**src/timer_lp_consts.svh**
```systemverilog
// Offsets, field positions, reset values and timing counts of the timer and low-power block
`ifndef TIMER_LP_CONSTS_SVH
`define TIMER_LP_CONSTS_SVH
// ==========================================================
// Register map
`define TLP_ADDR_CTRL      8'h09
`define TLP_ADDR_COUNT     8'h08
`define TLP_CTRL_RESET     8'h40
`define TLP_COUNT_RESET    8'hff
`define TLP_COUNT_ONE      8'h01
`define TLP_COUNT_ZERO     8'h00
// ==========================================================
// Control field positions
`define TLP_BIT_REQ        7
`define TLP_BIT_INHIBIT    6
`define TLP_BIT_SRC        5
`define TLP_BIT_EXT_EN     4
`define TLP_BIT_PCLR       3
`define TLP_SEL_HI         2
`define TLP_SEL_LO         0
// ==========================================================
// Instruction cycle: oscillator periods per cycle
`define TLP_OSC_PER_CYC    5
`define TLP_CYC_CNT_W      3
// ==========================================================
// Interrupt vectors
`define TLP_VEC_TIMER      13'h1ff8
`define TLP_VEC_TIMER_WAIT 13'h1ff6
`define TLP_VEC_EXT        13'h1ffa
`define TLP_VEC_NONE       13'h0000
`endif

```
**src/timer_lp_pkg.sv**
```systemverilog
// Types shared by the timer and low-power block
package timer_lp_pkg;
   typedef enum logic [1:0] {PS_RUN, PS_STOP, PS_WAIT} power_state_e;
   typedef logic [12:0] vec_addr_t;
endpackage

```
**src/pin_sync.sv**
```systemverilog
// Two-flop pin synchroniser with falling-edge pulse
`timescale 1ns/10ps
module pin_sync #(
   parameter logic RESET_LEVEL = 1'b1
) (
   input  wire logic clk_sys,
   input  wire logic rst_b,
   input  wire logic pin,
   output logic      level,
   output logic      fall
);
   logic meta_q;
   logic sync_q;
   logic last_q;

   // Only sync_q reads meta_q; edge logic looks at later stages
   always_ff @(posedge clk_sys or negedge rst_b) begin
      if (!rst_b) begin
         meta_q <= RESET_LEVEL;
         sync_q <= RESET_LEVEL;
         last_q <= RESET_LEVEL;
      end else begin
         meta_q <= pin;
         sync_q <= meta_q;
         last_q <= sync_q;
      end
   end

   assign level = sync_q;
   assign fall  = last_q & ~sync_q;
endmodule

```
**src/tap_prescaler.sv**
```systemverilog
// Binary prescaler with a power-of-two output tap
`timescale 1ns/10ps
module tap_prescaler #(
   parameter int WIDTH = 7,
   parameter int SEL_W = 3
) (
   input  wire logic             clk_sys,
   input  wire logic             rst_b,
   input  wire logic             tick,
   input  wire logic             clear,
   input  wire logic [SEL_W-1:0] sel,
   output logic                  tap
);
   logic [WIDTH-1:0] presc_q;
   logic [WIDTH-1:0] presc_d;
   logic [WIDTH:0]   low_mask;
   logic             low_full;

   // Tap fires on the tick that carries the low sel bits out
   assign low_mask = (WIDTH+1)'((1 << sel) - 1);
   assign low_full = ((presc_q & low_mask[WIDTH-1:0]) == low_mask[WIDTH-1:0]);
   assign tap      = tick & low_full;
   assign presc_d  = clear ? '0 : (tick ? presc_q + 1'b1 : presc_q);

   // Counts selected source ticks, not readable from outside
   always_ff @(posedge clk_sys or negedge rst_b) begin
      if (!rst_b) begin
         presc_q <= '0;
      end else begin
         presc_q <= presc_d;
      end
   end
endmodule

```
**src/timer_lp.sv**
```systemverilog
// Timer, prescaler, control register and stop/wait control
`timescale 1ns/10ps
`include "timer_lp_consts.svh"

// Operation
// - Stop sets timer inhibit bit and clears the timer request bit.
// - Low power drives data and address strobes low, read/write-low high.
// - Low power turns bus to input and holds next instruction address.
// - Stop clears I bit; only external interrupt or reset ends stop.
// - Wait clears I bit; external, timer interrupt or reset ends wait.
// - External wins over timer in wait; later timer uses normal vector.
// - Eight-bit down-counter after seven-bit prescaler sets request on reaching zero.
// - Unmasked request interrupts; timer vector, or wait vector during wait.
// - Power-on reset loads counter with all ones.
// - Prescaler and counter advance on falling edge of selected source.
// - Counter write takes effect during data strobe; otherwise counts continuously.
// - Counter wraps from zero to all ones and keeps counting.
// - Reading the count returns current value without disturbing counting.
// - Request bit stays set until software clears it; clearing cancels.
// - Writing one to bit 3 clears prescaler; bit reads zero.
// - Bits 4,5 zero: internal cycle clock, pin ignored.
// - Bit 4 set, 5 clear: internal clock ANDed with timer pin.
// - Bit 4 clear, 5 set: all count inputs blocked.
// - Bits 4,5 set: counter driven by timer pin only.
// - In wait the internal timer clock keeps running at normal rate.
// - Reset clears request bit, sets inhibit bit, leaves bits 5-0.
// - Select bits choose prescaler tap dividing by two to the select.
module timer_lp #(
   parameter int ADDR_HI_W = 5,
   parameter int PRESC_W   = 7
) (
   input  wire logic                  clk_sys,
   input  wire logic                  rst_b,
   input  wire logic                  core_reset,
   input  wire logic [7:0]            reg_addr,
   input  wire logic                  reg_wr,
   input  wire logic                  reg_rd,
   input  wire logic [7:0]            reg_wdata,
   output logic      [7:0]            reg_rdata,
   input  wire logic                  stop_exec,
   input  wire logic                  wait_exec,
   input  wire logic                  cc_i_mask,
   input  wire logic                  irq_ack,
   output logic                       cc_i_clear,
   input  wire logic                  ext_irq_pin_b,
   input  wire logic                  timer_pin,
   input  wire logic                  core_as,
   input  wire logic                  core_ds,
   input  wire logic                  core_rw_b,
   input  wire logic [ADDR_HI_W-1:0]  next_addr_hi,
   output logic                       address_strobe,
   output logic                       data_strobe,
   output logic                       rw_b,
   output logic                       bus_dir_in,
   output logic      [ADDR_HI_W-1:0]  addr_hi_out,
   output timer_lp_pkg::power_state_e power_state,
   output logic                       timer_irq,
   output logic                       ext_irq,
   output timer_lp_pkg::vec_addr_t    irq_vector
);
   import timer_lp_pkg::*;

   // ==========================================================
   // State
   power_state_e              state_q;
   power_state_e              state_d;
   logic [7:0]                ctrl_q;
   logic [7:0]                ctrl_d;
   logic [7:0]                count_q;
   logic [7:0]                count_d;
   logic [`TLP_CYC_CNT_W-1:0] cyc_q;
   logic [ADDR_HI_W-1:0]      addr_hold_q;
   logic                      wait_vec_q;
   logic                      wait_vec_d;
   logic                      i_clear_q;
   logic [7:0]                rdata_q;
   vec_addr_t                 vector_q;
   vec_addr_t                 vector_d;

   // ==========================================================
   // Decode and pins
   logic       ext_b_lvl;
   logic       pin_lvl;
   logic       pin_fall;
   logic       wr_ctrl;
   logic       wr_count;
   logic       rd_ctrl;
   logic       rd_count;
   logic       low_power;
   logic       enter_stop;
   logic       enter_wait;
   logic       ext_pend;
   logic       timer_pend;
   logic       int_fall;
   logic       src_sel;
   logic       ext_en;
   logic       count_tick;
   logic       tap;
   logic       zero_hit;
   logic       presc_clear;
   logic       leave_wait;
   logic       wait_vec_any;
   logic [7:0] ctrl_view;

   pin_sync #(.RESET_LEVEL(1'b1)) u_ext_sync (
      .clk_sys (clk_sys),
      .rst_b   (rst_b),
      .pin     (ext_irq_pin_b),
      .level   (ext_b_lvl),
      .fall    ()
   );

   pin_sync #(.RESET_LEVEL(1'b0)) u_pin_sync (
      .clk_sys (clk_sys),
      .rst_b   (rst_b),
      .pin     (timer_pin),
      .level   (pin_lvl),
      .fall    (pin_fall)
   );

   // Register strobes; the core qualifies writes with its data strobe
   assign wr_ctrl  = reg_wr && (reg_addr == `TLP_ADDR_CTRL);
   assign wr_count = reg_wr && (reg_addr == `TLP_ADDR_COUNT);
   assign rd_ctrl  = reg_rd && (reg_addr == `TLP_ADDR_CTRL);
   assign rd_count = reg_rd && (reg_addr == `TLP_ADDR_COUNT);

   // Power state terms
   assign low_power  = (state_q != PS_RUN);
   assign enter_stop = (state_q == PS_RUN) && stop_exec && !core_reset;
   assign enter_wait = (state_q == PS_RUN) && wait_exec && !stop_exec && !core_reset;
   assign ext_pend   = !ext_b_lvl;
   assign timer_pend = ctrl_q[`TLP_BIT_REQ] && !ctrl_q[`TLP_BIT_INHIBIT];
   assign leave_wait = (state_q == PS_WAIT) && (ext_pend || timer_pend);

   // ==========================================================
   // Instruction cycle divider, runs in wait as well
   assign int_fall = (cyc_q == `TLP_CYC_CNT_W'(`TLP_OSC_PER_CYC - 1));

   always_ff @(posedge clk_sys or negedge rst_b) begin
      if (!rst_b) begin
         cyc_q <= '0;
      end else if (int_fall || state_q == PS_STOP) begin
         cyc_q <= '0;
      end else begin
         cyc_q <= cyc_q + 1'b1;
      end
   end

   // ==========================================================
   // Count source selection
   assign src_sel    = ctrl_q[`TLP_BIT_SRC];
   assign ext_en     = ctrl_q[`TLP_BIT_EXT_EN];
   assign count_tick = (state_q != PS_STOP) &&
                       ((!src_sel && !ext_en && int_fall) ||
                        (!src_sel && ext_en && int_fall && pin_lvl) ||
                        (src_sel && ext_en && pin_fall));
   assign presc_clear = wr_ctrl && reg_wdata[`TLP_BIT_PCLR];

   tap_prescaler #(.WIDTH(PRESC_W), .SEL_W(3)) u_presc (
      .clk_sys (clk_sys),
      .rst_b   (rst_b),
      .tick    (count_tick),
      .clear   (presc_clear),
      .sel     (ctrl_q[`TLP_SEL_HI:`TLP_SEL_LO]),
      .tap     (tap)
   );

   // ==========================================================
   // Counter: write wins over a decrement, wraps past zero
   assign zero_hit = tap && !wr_count && (count_q == `TLP_COUNT_ONE);
   assign count_d  = wr_count ? reg_wdata :
                     (tap ? count_q - 8'h01 : count_q);

   always_ff @(posedge clk_sys or negedge rst_b) begin
      if (!rst_b) begin
         count_q <= `TLP_COUNT_RESET;
      end else begin
         count_q <= count_d;
      end
   end

   // ==========================================================
   // Control register next value
   always_comb begin
      ctrl_d = ctrl_q;
      if (wr_ctrl) begin
         ctrl_d = reg_wdata;
         ctrl_d[`TLP_BIT_PCLR] = 1'b0;
      end
      if (zero_hit) begin
         ctrl_d[`TLP_BIT_REQ] = 1'b1;
      end
      if (enter_stop) begin
         ctrl_d[`TLP_BIT_REQ]     = 1'b0;
         ctrl_d[`TLP_BIT_INHIBIT] = 1'b1;
      end
      if (core_reset) begin
         ctrl_d[`TLP_BIT_REQ]     = 1'b0;
         ctrl_d[`TLP_BIT_INHIBIT] = 1'b1;
      end
   end

   // Power-on reset gives the full reset value; core reset leaves bits 5-0
   always_ff @(posedge clk_sys or negedge rst_b) begin
      if (!rst_b) begin
         ctrl_q <= `TLP_CTRL_RESET;
      end else begin
         ctrl_q <= ctrl_d;
      end
   end

   // ==========================================================
   // Power state machine
   always_comb begin
      state_d = state_q;
      case (state_q)
         PS_RUN: begin
            if (enter_stop) begin
               state_d = PS_STOP;
            end else if (enter_wait) begin
               state_d = PS_WAIT;
            end
         end
         PS_STOP: begin
            if (ext_pend) begin
               state_d = PS_RUN;
            end
         end
         PS_WAIT: begin
            if (leave_wait) begin
               state_d = PS_RUN;
            end
         end
         default: state_d = PS_RUN;
      endcase
      if (core_reset) begin
         state_d = PS_RUN;
      end
   end

   // Wait vector only when the timer alone ends the wait
   assign wait_vec_d = (core_reset || irq_ack) ? 1'b0 :
                       ((leave_wait && !ext_pend) ? 1'b1 : wait_vec_q);

   always_ff @(posedge clk_sys or negedge rst_b) begin
      if (!rst_b) begin
         state_q    <= PS_RUN;
         wait_vec_q <= 1'b0;
         i_clear_q  <= 1'b0;
      end else begin
         state_q    <= state_d;
         wait_vec_q <= wait_vec_d;
         i_clear_q  <= enter_stop || enter_wait;
      end
   end

   // Next instruction address captured on entry to low power
   always_ff @(posedge clk_sys or negedge rst_b) begin
      if (!rst_b) begin
         addr_hold_q <= '0;
      end else if (!low_power) begin
         addr_hold_q <= next_addr_hi;
      end
   end

   // ==========================================================
   // Interrupt requests and vector, external first
   assign timer_irq = timer_pend && !cc_i_mask;
   assign ext_irq   = ext_pend && !cc_i_mask;
   // Wait vector already in the cycle the timer ends the wait, not one cycle late
   assign wait_vec_any = wait_vec_q || (leave_wait && !ext_pend);
   assign vector_d  = ext_irq ? `TLP_VEC_EXT :
                      (timer_irq ? (wait_vec_any ? `TLP_VEC_TIMER_WAIT : `TLP_VEC_TIMER)
                                 : `TLP_VEC_NONE);

   // Read view: prescaler clear reads zero
   assign ctrl_view = {ctrl_q[7:4], 1'b0, ctrl_q[2:0]};

   always_ff @(posedge clk_sys or negedge rst_b) begin
      if (!rst_b) begin
         rdata_q  <= '0;
         vector_q <= `TLP_VEC_NONE;
      end else begin
         vector_q <= vector_d;
         if (rd_ctrl) begin
            rdata_q <= ctrl_view;
         end else if (rd_count) begin
            rdata_q <= count_q;
         end else if (reg_rd) begin
            rdata_q <= '0;
         end
      end
   end

   // ==========================================================
   // Outputs; low power forces strobes and bus direction
   assign address_strobe = low_power ? 1'b0 : core_as;
   assign data_strobe    = low_power ? 1'b0 : core_ds;
   assign rw_b           = low_power ? 1'b1 : core_rw_b;
   assign bus_dir_in     = low_power;
   assign addr_hi_out    = low_power ? addr_hold_q : next_addr_hi;
   assign cc_i_clear     = i_clear_q;
   assign reg_rdata      = rdata_q;
   assign irq_vector     = vector_q;
   assign power_state    = state_q;
endmodule

```
**config.mk**
```make
export PLATFORM = sky130hd
export DESIGN_NAME = timer_lp
export DESIGN_NICKNAME = d
export VERILOG_FILES = /design/src/timer_lp_pkg.sv /design/src/pin_sync.sv /design/src/tap_prescaler.sv /design/src/timer_lp.sv
export VERILOG_INCLUDE_DIRS = /design/src
export SDC_FILE = /design/constraint.sdc
export NUM_CORES = 1
export LEC_CHECK = 0
export ABC_AREA = 1
export BUFFER_PORTS_ARGS = -buffer_cell sky130_fd_sc_hd__buf_2
export CAP_MARGIN = 20
export CORE_ASPECT_RATIO = 1.75
export CORE_MARGIN = 5
export CORE_UTILIZATION = 39
export CTS_CLUSTER_DIAMETER = 100
export DETAILED_ROUTE_END_ITERATION = 16
export GPL_ROUTABILITY_DRIVEN = 0
export PLACE_DENSITY_LB_ADDON = 0.1
export SYNTH_ARGS = -nofsm -noshare
export SYNTH_HDL_FRONTEND = slang
export SYNTH_SLANG_ARGS = --single-unit
```
**constraint.sdc**
```tcl
create_clock -name clk_sys -period 2.9 [get_ports clk_sys]
set_input_delay 0.58 -clock clk_sys [delete_from_list [all_inputs] [get_ports clk_sys]]
set_output_delay 0.58 -clock clk_sys [all_outputs]
set_load 0.1 [all_outputs]
```
==> results of run 1 <==
[stage by stage]
| step | utilization | cells | power [W] | instance area, sq um |
|---|---|---|---|---|
| floorplan | - | 316 | 0.00132 | 2700 |
| global placement | 0.449 | 457 | 0.00144 | 3050 |
| detailed placement | 0.449 | 457 | 0.00144 | 3050 |
| CTS | 0.469 | 465 | 0.00203 | 3200 |
| global route | 0.469 | 465 | 0.00211 | 3200 |
| finish | 0.469 | 465 | 0.00200 | 3200 |
[critical path, delay by kind of cell, from the launching register on]
kind                   cells  cell delay (ns)
and+or+nand+nor            2             0.63
DFF                        1             0.43
buffers and inverters      2             0.46
[registers in the layout, indices dropped and copies added, names as in the netlist, 2 cells and up]
signal,flops
irq_vector,4
power_state,2
reg_rdata,8
count_q,8
ctrl_q,7
addr_hold_q,5
cyc_q,3
u_presc.presc_q,7
[metal layers]
layer,global-route usage,up-vias,share of wire
met4,0.0624,0,0.024
met2,0.259,67,0.52
met1,0.176,1026,0.39
met3,0.0402,11,0.067
li1,-,1138,-
met5,0,-,0
[power breakdown]
| part | total [W] | internal (W) | switching (W) |
|---|---|---|---|
| clock network | 0.000572 | 0.000319 | 0.000254 |
| logic | 0.000581 | 0.000132 | 0.000449 |
| registers | 0.000844 | 0.000789 | 0.0000548 |
[synthesized netlist by cell type]
master | instances | area (sq um)
nand2_1 | 74 | 278
dfrtp_1 | 40 | 1000
inv_1 | 35 | 131
nand3_1 | 32 | 160
nor2_1 | 25 | 93.8
dfstp_2 | 11 | 289
nand2_2 | 10 | 62.6
o21ai_0 | 10 | 50.1
buf_4 | 9 | 67.6
nand4_1 | 9 | 56.3
o21ai_1 | 7 | 35.0
xor2_1 | 6 | 52.6
a21oi_1 | 5 | 25.0
ha_1 | 5 | 62.6
inv_2 | 4 | 15.0
o211ai_1 | 4 | 30.0
o21ai_2 | 4 | 35.0
nor2_2 | 3 | 18.8
nor3_1 | 3 | 15.0
buf_6 | 2 | 22.5
nand2_4 | 2 | 22.5
o221ai_1 | 2 | 17.5
xnor2_1 | 2 | 17.5
a21oi_2 | 1 | 8.76
buf_2 | 1 | 5.00
buf_8 | 1 | 15.0
clkinv_1 | 1 | 3.75
conb_1 | 1 | 3.75
mux2_2 | 1 | 11.3
nand3_2 | 1 | 10.0
nand3_4 | 1 | 17.5
nor2_4 | 1 | 11.3
nor2_8 | 1 | 20.0
nor3_2 | 1 | 10.0
or2_2 | 1 | 6.26
[logic make-up after synthesis]
group                      count (synthesis)
AOI/OAI and AO/OA                         33
xor gates and xnor gates                   8
adders and majority gates                  5
buffers and inverters                     53
DFF                                       51
muxes                                      1
other                                      1
and+or+nand+nor                          164
[worst max path at each step]
stage | from | endpoint | slack, ns | depth (start not counted)
global placement | power_state[0] | rw_b | 0.82 | 4
floorplan | power_state[0] | addr_hi_out[1] | 0.12 | 4
finish | power_state[0] | rw_b | 0.49 | 4
CTS | power_state[0] | rw_b | 0.48 | 4
detailed placement | power_state[0] | rw_b | 0.80 | 4
global route | power_state[0] | rw_b | 0.39 | 4
[final cells by class]
class | instances | area (sq um) | area share
Clock buffer | 6 | 129 | 0.0403
Clock inverter | 2 | 12.5 | 0.00392
Inverter | 40 | 155 | 0.0486
Multi-Input combinational cell | 212 | 1150 | 0.359
Sequential cell | 51 | 1290 | 0.404
Tap cell | 84 | 105 | 0.0329
Timing Repair Buffer | 70 | 355 | 0.111
==> reports/summary.md, run 1 <==
The run finished with clean final reports. In this run the remaining antenna-violating nets after routing total 0. In this run the number of H-tree levels came out at 2. The number of iterations in the first detailed-routing pass was 4; the required time at the worst-slack endpoint was 2.32 ns. The tools report the proportion of synthesized chip area in sequential cells as 0.481. Setup slack on the worst reg-to-reg path comes out at 1.34 ns.

The routed wirelength normalized by instance count was 13.3 microns; the peak supply drop was 0.000522 V. Timing analysis after detailed placement gives a worst setup slack of 0.804 ns. The final count of hold timing violations was 0. The post-detailed-route via-to-cell ratio is 4.82, and the DRC violation count after routing is 0. The wire-length estimate of the detail-placed layout is 5030 microns.

The worst slack on hold paths was 0.218 ns; the wire length after detailed routing was 6200 microns. For the number of pins with negative max-slew slack in the final report, the log shows 0. The worst register-to-register path begins at cyc_q[0].

The number of hold buffers added after CTS was 0. For this run, the slowest stage of the critical path takes 0.43 ns. The layout has 710 filler cells. At the worst endpoint, the arrival time is 1.83 ns.

The total power divided by cell area works out to 625 nW/um^2. The compound-gate portion of the synthesized area came out at 0.0751. STA classifies the critical path endpoint as an output port.

TritonCTS built the clock tree. After the last flow step, the layout net total stands at 420. After synthesis, the mean cell area works out to 8.49 sq um. By area, the combinational part of the netlist is dominated by simple AND/OR/NAND/NOR gates. For the via count of the first global-routing pass, the log shows 2265.

The number of sinks driven by the clock tree was 51; the number of CTS-inserted buffers was 5. The type of the setup path with the least slack was reg2out. The worst setup path is launched from a flop.

The die is 120 microns tall. Entering global routing, the biggest net connects 21 pins. The tools report the top-level port count as 70. Leaving out fill and tap cells, the most frequent cells in the layout are 73 x nand2_1, 68 x buf_2, 40 x dfrtp_1. Max-cap violations in this run came to 0. The first global-routing pass estimated 10400 microns of wire. The count of antenna diodes in the layout came out at 0. For the initial core utilization, the log shows 0.394.

For this design, the slowest cell found on the critical path is dfrtp_1. The synthesized-area fraction occupied by adder cells is 0.0233. The overall die width was 72.7 microns; the core outline area was 6810 sq um. In this run the critical register-to-register path is captured at count_q[0]. For the worst-skew pair, the clock arrives at the later sink with an insertion delay of 0.29 ns. The fraction of layout instances using a drive strength above 1 was 0.323.

Synthesized-area fraction occupied by and/or/nand/nor cells: 0.292. The critical path goes through nor2_2 -> clkinv_4 -> or2_2 -> buf_2. The worst path needs 2.41 ns of the cycle, external delays included.

Gates resized during post-CTS repair numbered 0. The logs give 2680 sq um for the synthesized cell area and 316 for the number of instances in the synthesized netlist. The fraction of the cycle the final worst path needs was 0.829.

The logs give 356 for the number of nets produced by synthesis and 0 for the initial antenna violation count. The Yosys step of the flow raised 0 warnings. In this run the deepest clock path goes through 2 buffers.

The number of synthesized register bits was 51; the total routing usage reported by global routing was 0.152. The tools report the area enclosed by the die boundary as 8700 sq um. The XOR/XNOR share of the synthesized area came out at 0.0261. The analysis attributes to cell leakage a power of 1.67 nW.

The total number of vias is 2242. Adding up every negative setup slack in the final design gives 0 ns. The area growth from synthesis to layout is 19.2%.

Summed over all layers, the global routing overflow is 0. Post-CTS timing repair inserted 0 buffers for setup. The tree is rooted in a clkbuf_16. The detailed router finished its first iteration with 82 violations. The min-delay analysis places its worst path in the category in2async. On the final layout, the worst clock skew is 0.00342 ns.

Leaving out fill and tap cells, the most frequent cell in the layout is nand2_1. Static timing analysis puts the maximum clock frequency at 416 MHz. The tools report the number of different library cells in the post-synthesis netlist as 35. The depth of the worst register-to-register path is 12, and the multiplexer area fraction after synthesis is 0.00420. After layout, the worst setup slack is 0.495 ns.

Row generation in the floorplan step produced 40 rows. The clock transition at the registers of the reported paths is 0.07 ns, and the biggest fanout along the worst timing path is 9. The total of buffers placed on input and output ports is 68, and the number of failing setup endpoints in the final timing report is 0.

Setup repair after global routing left no endpoint under its margin.
Power figures use the tool's default switching activity.
==> run 2: changes to the inputs <==
Settings changed: ABC_AREA 1 to 0.
Clock period 2.9 ns to 2.3 ns, I/O delays scaled along.
==> reports/summary.md, run 2 <==
The run finished with clean final reports. The number of hold buffers added after CTS is 0 (unchanged). The biggest fanout along the worst timing path was 10 (was 9).

The sum of buffers and inverters on the critical path is 2 (unchanged). The die span in y was 117 microns (was 120 microns); the count of placed standard cells in the final layout, fillers left out was 384 (was 465). The reg-to-reg startpoint is cyc_q[0] (unchanged).

The tools report the worst clock skew on the final layout as 0.00508 ns (was 0.00342 ns). Top cells by count, synth: 40 x dfrtp_1, 24 x nor2_1, 17 x inv_1, 15 x nand2_1, 12 x mux2i_1 (was 74 x nand2_1, 40 x dfrtp_1, 35 x inv_1, 32 x nand3_1, 25 x nor2_1). The number of CTS-inserted buffers is 5 (unchanged). The number of sinks driven by the clock tree is 51 (unchanged).

The number of flops mapped to enable cells by yosys is 0 (unchanged), and the depth of the CTS H-tree is 2 (unchanged). The number of resized instances in the post-cts repair step was 0 (unchanged). Leading cell types in the layout, fill and taps excluded: 65 x buf_2, 38 x dfrtp_1, 23 x nor2_1 (was 73 x nand2_1, 68 x buf_2, 40 x dfrtp_1). The area share of the leading cell type in the synthesized netlist works out to 0.394 (was 0.373).

For the total routing usage reported by global routing, the log shows 0.140 (was 0.152). The run gives 5380 microns (was 6200 microns) as the wire length after detailed routing. Top-level port count: 70 (unchanged). The data arrival at the endpoint of the critical path is 1.70 ns (was 1.83 ns).

For the initial core utilization, the log shows 0.394 (about the same). The via count of the first global-routing pass came out at 1969 (was 2265). The total power divided by cell area was 901 nW/um^2 (was 625 nW/um^2); the post-detailed-placement half-perimeter wirelength was 4340 microns (was 5030 microns). The overall die width came out at 71.0 microns (was 72.7 microns). The number of synthesized register bits was 51 (unchanged). The post-detailed-route via-to-cell ratio was 4.85 (was 4.82); the number of pins with negative max-slew slack in the final report was 0 (unchanged). The most common library cell in the layout ignoring fill and taps is buf_2 (was nand2_1).

The number of iterations in the first detailed-routing pass is 4 (unchanged), and the initial DRC count is 61 (was 82). The highest achievable clock rate is 462 MHz. The core outline area is 6440 sq um (was 6810 sq um), and the share of synthesized registers carrying an async set or reset is 1.00 (unchanged). The total of buffers placed on input and output ports came out at 68 (unchanged). For the pin with the worst max-slew slack, the measured transition is 0.587 ns. The final count of hold timing violations was 0 (unchanged); the count of synthesis-stage warnings from yosys was 0 (unchanged).

The initial antenna violation count came out at 0 (unchanged). The mean area per synthesized cell was 10.7 sq um (was 8.49 sq um); the number of instances in the synthesized netlist was 237 (was 316). Cell types with the largest area share after synthesis: dfrtp_1 39%, dfstp_2 11%, mux2i_1 4.7% (was dfrtp_1 37%, dfstp_2 11%, nand2_1 10%). The fraction of the cycle the final worst path needs came out at 0.940. For the first-pass GRT wire length, the log shows 9090 microns (was 10400 microns). For the clock network latency to the later pin of the worst-skew pair, the log shows 0.29 ns (about the same). The logs give 0 (unchanged) for the count of antenna diodes in the layout and 31 (was 21) for the maximum number of pins on one net before global-route repair. The run gives 1.84 ns (was 2.32 ns) as the required time at the worst-slack endpoint. Type of the tightest min-delay check: in2async (unchanged).

The master cell of the clock root buffer was clkbuf_16 (unchanged). Kind of end point of the critical path: an output port (unchanged). The tools report the DRC violation count after routing as 0 (unchanged). The tools report the net total in the final layout as 341 (was 420). Most used flip-flop cell after synthesis: dfrtp_1 (unchanged). The clock transition at the registers of the reported paths was 0.07 ns (about the same).

Post-CTS setup buffer count: 0 (unchanged). The number of instances in the placed design is 376 (was 457), and the final-layout setup total negative slack is 0 ns (unchanged). The master of the slowest instance on the critical path was dfrtp_2 (was dfrtp_1).

The total congestion overflow is 0 (unchanged), and the remaining antenna violation count after routing is 0 (unchanged). The fraction of layout instances using a drive strength above 1 was 0.377 (was 0.323); the relative slew slack was 0.606. The run gives 0.000515 V (was 0.000522 V) as the peak supply drop.

Critical path's top delay family: flip-flops (was simple AND/OR/NAND/NOR gates). The logs give 2 (unchanged) for the number of buffers between clock root and the deepest sink and 0.508 (was 0.481) for the proportion of synthesized chip area in sequential cells. The leakage component of the power was 1.48 nW (was 1.67 nW); the total number of vias was 1863 (was 2242). The most common cell in the synthesized netlist is dfrtp_1 (was nand2_1).

The tools report the launch point of the critical path as power_state[1] (was power_state[0]). The worst slack on hold paths was 0.145 ns (was 0.218 ns); the routed wirelength normalized by instance count was 14.0 microns (was 13.3 microns). For the synthesized cell area, the log shows 2540 sq um (was 2680 sq um). The area added between synthesis and finish was 23.6% (was 19.2%). Setup repair after global routing left no endpoint under its margin. The total number of placement rows was 39 (was 40); the number of different library cells in the post-synthesis netlist was 47 (was 35). The cell accounting for the most synthesized area was dfrtp_1 (unchanged). The worst stage delay on the critical path works out to 0.47 ns (was 0.43 ns). TritonCTS built the clock tree.

The number of violations of the max-capacitance limit was 0 (unchanged); the minimum clock period after layout was 2.16 ns. The total power consumption of the routed design came out at 0.00283 W (was 0.00200 W). The number of failing setup endpoints in the final timing report came out at 0 (unchanged). For the area enclosed by the die boundary, the log shows 8290 sq um (was 8700 sq um). The tools report the nature of the critical path startpoint as a flop (unchanged).

The number of nets produced by synthesis was 277 (was 356). The type of the setup path with the least slack was reg2out (unchanged). Crit-path cells: nor2_1 -> buf_4 -> mux2_2 -> buf_2 (was nor2_2 -> clkinv_4 -> or2_2 -> buf_2).
run 2: changes by cell type after synthesis, sizes merged, moves of 5 or more:
cell,previous run,this run
nand2b,0,5
nand4,9,4
mux2i,0,12
nor4,0,6
inv,39,17
mux2,1,10
nand2,86,15
o21ai,21,10
nand3,34,4
nor2,30,25
o22ai,0,7
run 2: logic make-up after synthesis:
| logic type | share of synthesized area |
|---|---|
| AOI/OAI and AO/OA | 0.0779 |
| xor gates and xnor gates | 0.0379 |
| adders and majority gates | 0.0246 |
| buffers and inverters | 0.0695 |
| DFF | 0.508 |
| muxes | 0.0917 |
| other | 0.00148 |
| and+or+nand+nor | 0.189 |
run 2: power breakdown:
part | total, W | leakage [nW] | switching [W] | internal [W]
Sequential | 0.00120 | 0.620 | 0.000134 | 0.00107
Combinational | 0.000803 | 0.779 | 0.000520 | 0.000283
Clock | 0.000824 | 0.0771 | 0.000310 | 0.000513
Total | 0.00283 | 1.48 | 0.000965 | 0.00186
run 2: cell type report:
cell class | count | area, sq um
Clock inverter | 2 | 37.5
Sequential cell | 51 | 1290
Timing Repair Buffer | 73 | 435
Fill cell | 637 | 3300
Inverter | 17 | 63.8
Tap cell | 82 | 103
Multi-Input combinational cell | 153 | 1080
Clock buffer | 6 | 129
run 2: path summary, 6_finish.rpt:
path,endpoint,slack (ns),cells after the start
setup / recovery,addr_hi_out[4],0.14,4
hold / removal,reg_rdata[5],0.14,1
setup reg to reg,ctrl_q[7],0.35,8
hold reg to reg,u_ext_sync.level,0.36,0
max in group asynchronous,count_q[6],1.56,2
min in group clk_sys,u_pin_sync.meta_q,0.28,1
run 2: metal layers:
metal | part of all wire | track usage
met4 | 0.016 | 0.0489
met5 | 0 | 0
met3 | 0.062 | 0.0276
met1 | 0.36 | 0.145
met2 | 0.56 | 0.274
run 2: per-stage QoR:
stage          setup slack (ns)   util  instance area (sq um)
2_1_floorplan          0.000437      -                   2550
3_3_place_gp              0.185  0.461                   2970
3_5_place_dp              0.138  0.461                   2970
4_1_cts                   0.112  0.487                   3140
5_1_grt                  0.0510  0.487                   3140
6_report                  0.137  0.487                   3140
==> run 3: changes to the inputs <==
Settings changed: CORE_ASPECT_RATIO 1.75 to 1.5.
==> reports/summary.md, run 3 (synthesis results as in run 2) <==
The tools report the required time at the worst-slack endpoint as 1.84 ns (about the same). For the number of resized instances in the post-cts repair step, the log shows 0 (unchanged). The transition time at the pin with the least slew margin was 0.691 ns (was 0.587 ns). Leading cell types in the layout, fill and taps excluded: 66 x buf_2, 38 x dfrtp_1, 23 x nor2_1 (was 65 x buf_2, 38 x dfrtp_1, 23 x nor2_1).

The total number of placement rows came out at 36 (was 39). The peak supply drop is 0.000419 V (was 0.000515 V). The run finished with clean final reports. The number of violations of the max-capacitance limit was 0 (unchanged); the initial core utilization was 0.394 (unchanged). The type of the tightest min-delay check was in2async (unchanged). The leakage component of the power came out at 1.44 nW (was 1.48 nW). The depth of the worst register-to-register path works out to 8 (unchanged).

The core outline area was 6440 sq um (unchanged); the routed wirelength normalized by instance count was 15.0 microns (was 14.0 microns). The master of the slowest instance on the critical path was dfrtp_2 (unchanged). The fraction of the cycle the final worst path needs came out at 0.956 (was 0.940). The combined area of the multi-input logic cells is 1080 sq um (about the same). The total routing usage reported by global routing was 0.148 (was 0.140).

The sequential cell area was 1290 sq um (unchanged). The run gives 46 (was 61) as the initial DRC count. The logs give 0 (unchanged) for the number of hold buffers added after CTS and 0 ns (unchanged) for the final-layout setup total negative slack. The master cell of the clock root buffer was clkbuf_8 (was clkbuf_16). The run gives 0.31 ns (was 0.35 ns) as the setup slack of the most critical reg-to-reg path.

The logs give 70 (unchanged) for the top-level port count and 0 (unchanged) for the number of failing setup endpoints in the final timing report. Reg-to-reg startpoint: cyc_q[0] (unchanged). The kind of end point of the critical path is an output port (unchanged).

The total power divided by cell area is 836 nW/um^2 (was 901 nW/um^2), and the count of placed standard cells in the final layout, fillers left out is 378 (was 384). The number of buffers between clock root and the deepest sink came out at 2 (unchanged). Most common library cell in the layout ignoring fill and taps: buf_2 (unchanged).

The wire length after detailed routing was 5660 microns (was 5380 microns). The sum of buffers and inverters on the critical path came out at 2 (unchanged). The nature of the critical path startpoint is a flop (unchanged). The capturing point of the worst reg2reg path is count_q[7] (was ctrl_q[7]).

The net total in the final layout came out at 341 (unchanged). The remaining antenna violation count after routing was 0 (unchanged). The number of sinks driven by the clock tree came out at 51 (unchanged).

The area added between synthesis and finish is 20.3% (was 23.6%). The first-pass GRT wire length was 9230 microns (was 9090 microns). The minimum clock period after layout is 2.20 ns (was 2.16 ns), and the fraction of layout instances using a drive strength above 1 is 0.381 (was 0.377).

Worst clock skew on the final layout: 0.00537 ns (was 0.00508 ns). TritonCTS built the clock tree. The initial antenna violation count was 0 (unchanged).

The overall die width was 75.9 microns (was 71.0 microns); the area enclosed by the die boundary was 8260 sq um (was 8290 sq um). The total of buffers placed on input and output ports is 68 (unchanged), and the total congestion overflow is 0 (unchanged). Type of the setup path with the least slack: reg2out (unchanged).

The logs give 0 (unchanged) for the number of pins with negative max-slew slack in the final report and 4 (unchanged) for the number of iterations in the first detailed-routing pass. The post-detailed-placement half-perimeter wirelength was 4390 microns (was 4340 microns). The tools report the number of instances in the placed design as 370 (was 376).

The biggest fanout along the worst timing path came out at 10 (unchanged). The run gives 1910 (was 1863) as the total number of vias. The tools report the relative slew slack as 0.536 (was 0.606). The number of fill cells in the layout was 645 (was 637). The run gives 5 (unchanged) as the number of CTS-inserted buffers. The post-detailed-route via-to-cell ratio is 5.05 (was 4.85). The data arrival at the endpoint of the critical path was 1.74 ns (was 1.70 ns). The DRC violation count after routing is 0 (unchanged), and the final critical-path setup slack is 0.100 ns (was 0.137 ns). Clock network latency to the later pin of the worst-skew pair: 0.30 ns (was 0.29 ns). The count of antenna diodes in the layout came out at 0 (unchanged).

The maximum number of pins on one net before global-route repair is 30 (was 31), and the clock transition at the registers of the reported paths is 0.10 ns (was 0.07 ns). Setup repair after global routing left no endpoint under its margin. The die span in y is 109 microns (was 117 microns).

Worst stage delay on the critical path: 0.49 ns (was 0.47 ns). For the post-CTS setup buffer count, the log shows 0 (unchanged). For the via count of the first global-routing pass, the log shows 1923 (was 1969). The final count of hold timing violations came out at 0 (unchanged). The highest achievable clock rate was 455 MHz (was 462 MHz). Crit-path cells: nor2_1 -> buf_4 -> mux2_2 -> buf_2 (unchanged). The depth of the CTS H-tree was 2 (unchanged).

Worst-case setup slack after placement: 0.248 ns (was 0.138 ns). The critical path's top delay family was flip-flops (unchanged).
run 3: how the worst max path moves through the flow:
stage | startpoint | endpoint | slack [ns] | cells after the start
after global placement | reg_addr[7] | ctrl_q[0] | 0.27 | 6
after floorplan | power_state[1] | addr_hi_out[0] | 0.0004 | 3
after global routing | power_state[1] | addr_hi_out[3] | 0.004 | 4
final | power_state[1] | addr_hi_out[4] | 0.10 | 4
after detailed placement | reg_addr[7] | ctrl_q[2] | 0.25 | 6
after CTS | power_state[1] | addr_hi_out[4] | 0.07 | 4
run 3: cell type report:
class / instances / share of cell area
well taps: 76 / 0.0311
flip-flops and latches: 51 / 0.423
clock buffers: 6 / 0.0270
repair buffers: 73 / 0.138
inverters: 17 / 0.0209
multi-input cells: 153 / 0.355
clock inverters: 2 / 0.00533
run 3: metal layers:
metal	global-route usage	routed length, microns
met1	0.171	2170
met2	0.265	2970
met3	0.0240	430
met4	0.0538	98
met5	0	0
run 3: stage by stage:
step | power, W | hold slack (ns) | cell area (sq um) | utilization
floorplan | 0.00183 | 0.164 | 2550 | -
global placement | 0.00201 | 0.346 | 2950 | 0.458
detailed placement | 0.00202 | 0.348 | 2950 | 0.458
global route | 0.00273 | 0.156 | 3050 | 0.474
finish | 0.00255 | 0.118 | 3050 | 0.474
CTS | 0.00260 | 0.135 | 3050 | 0.473
run 3: where the power goes:
group	total, W	switching [W]	internal, W
sequential	0.00120	0.000136	0.00107
combinational	0.000794	0.000518	0.000276
clock	0.000556	0.000310	0.000246
total	0.00255	0.000963	0.00159
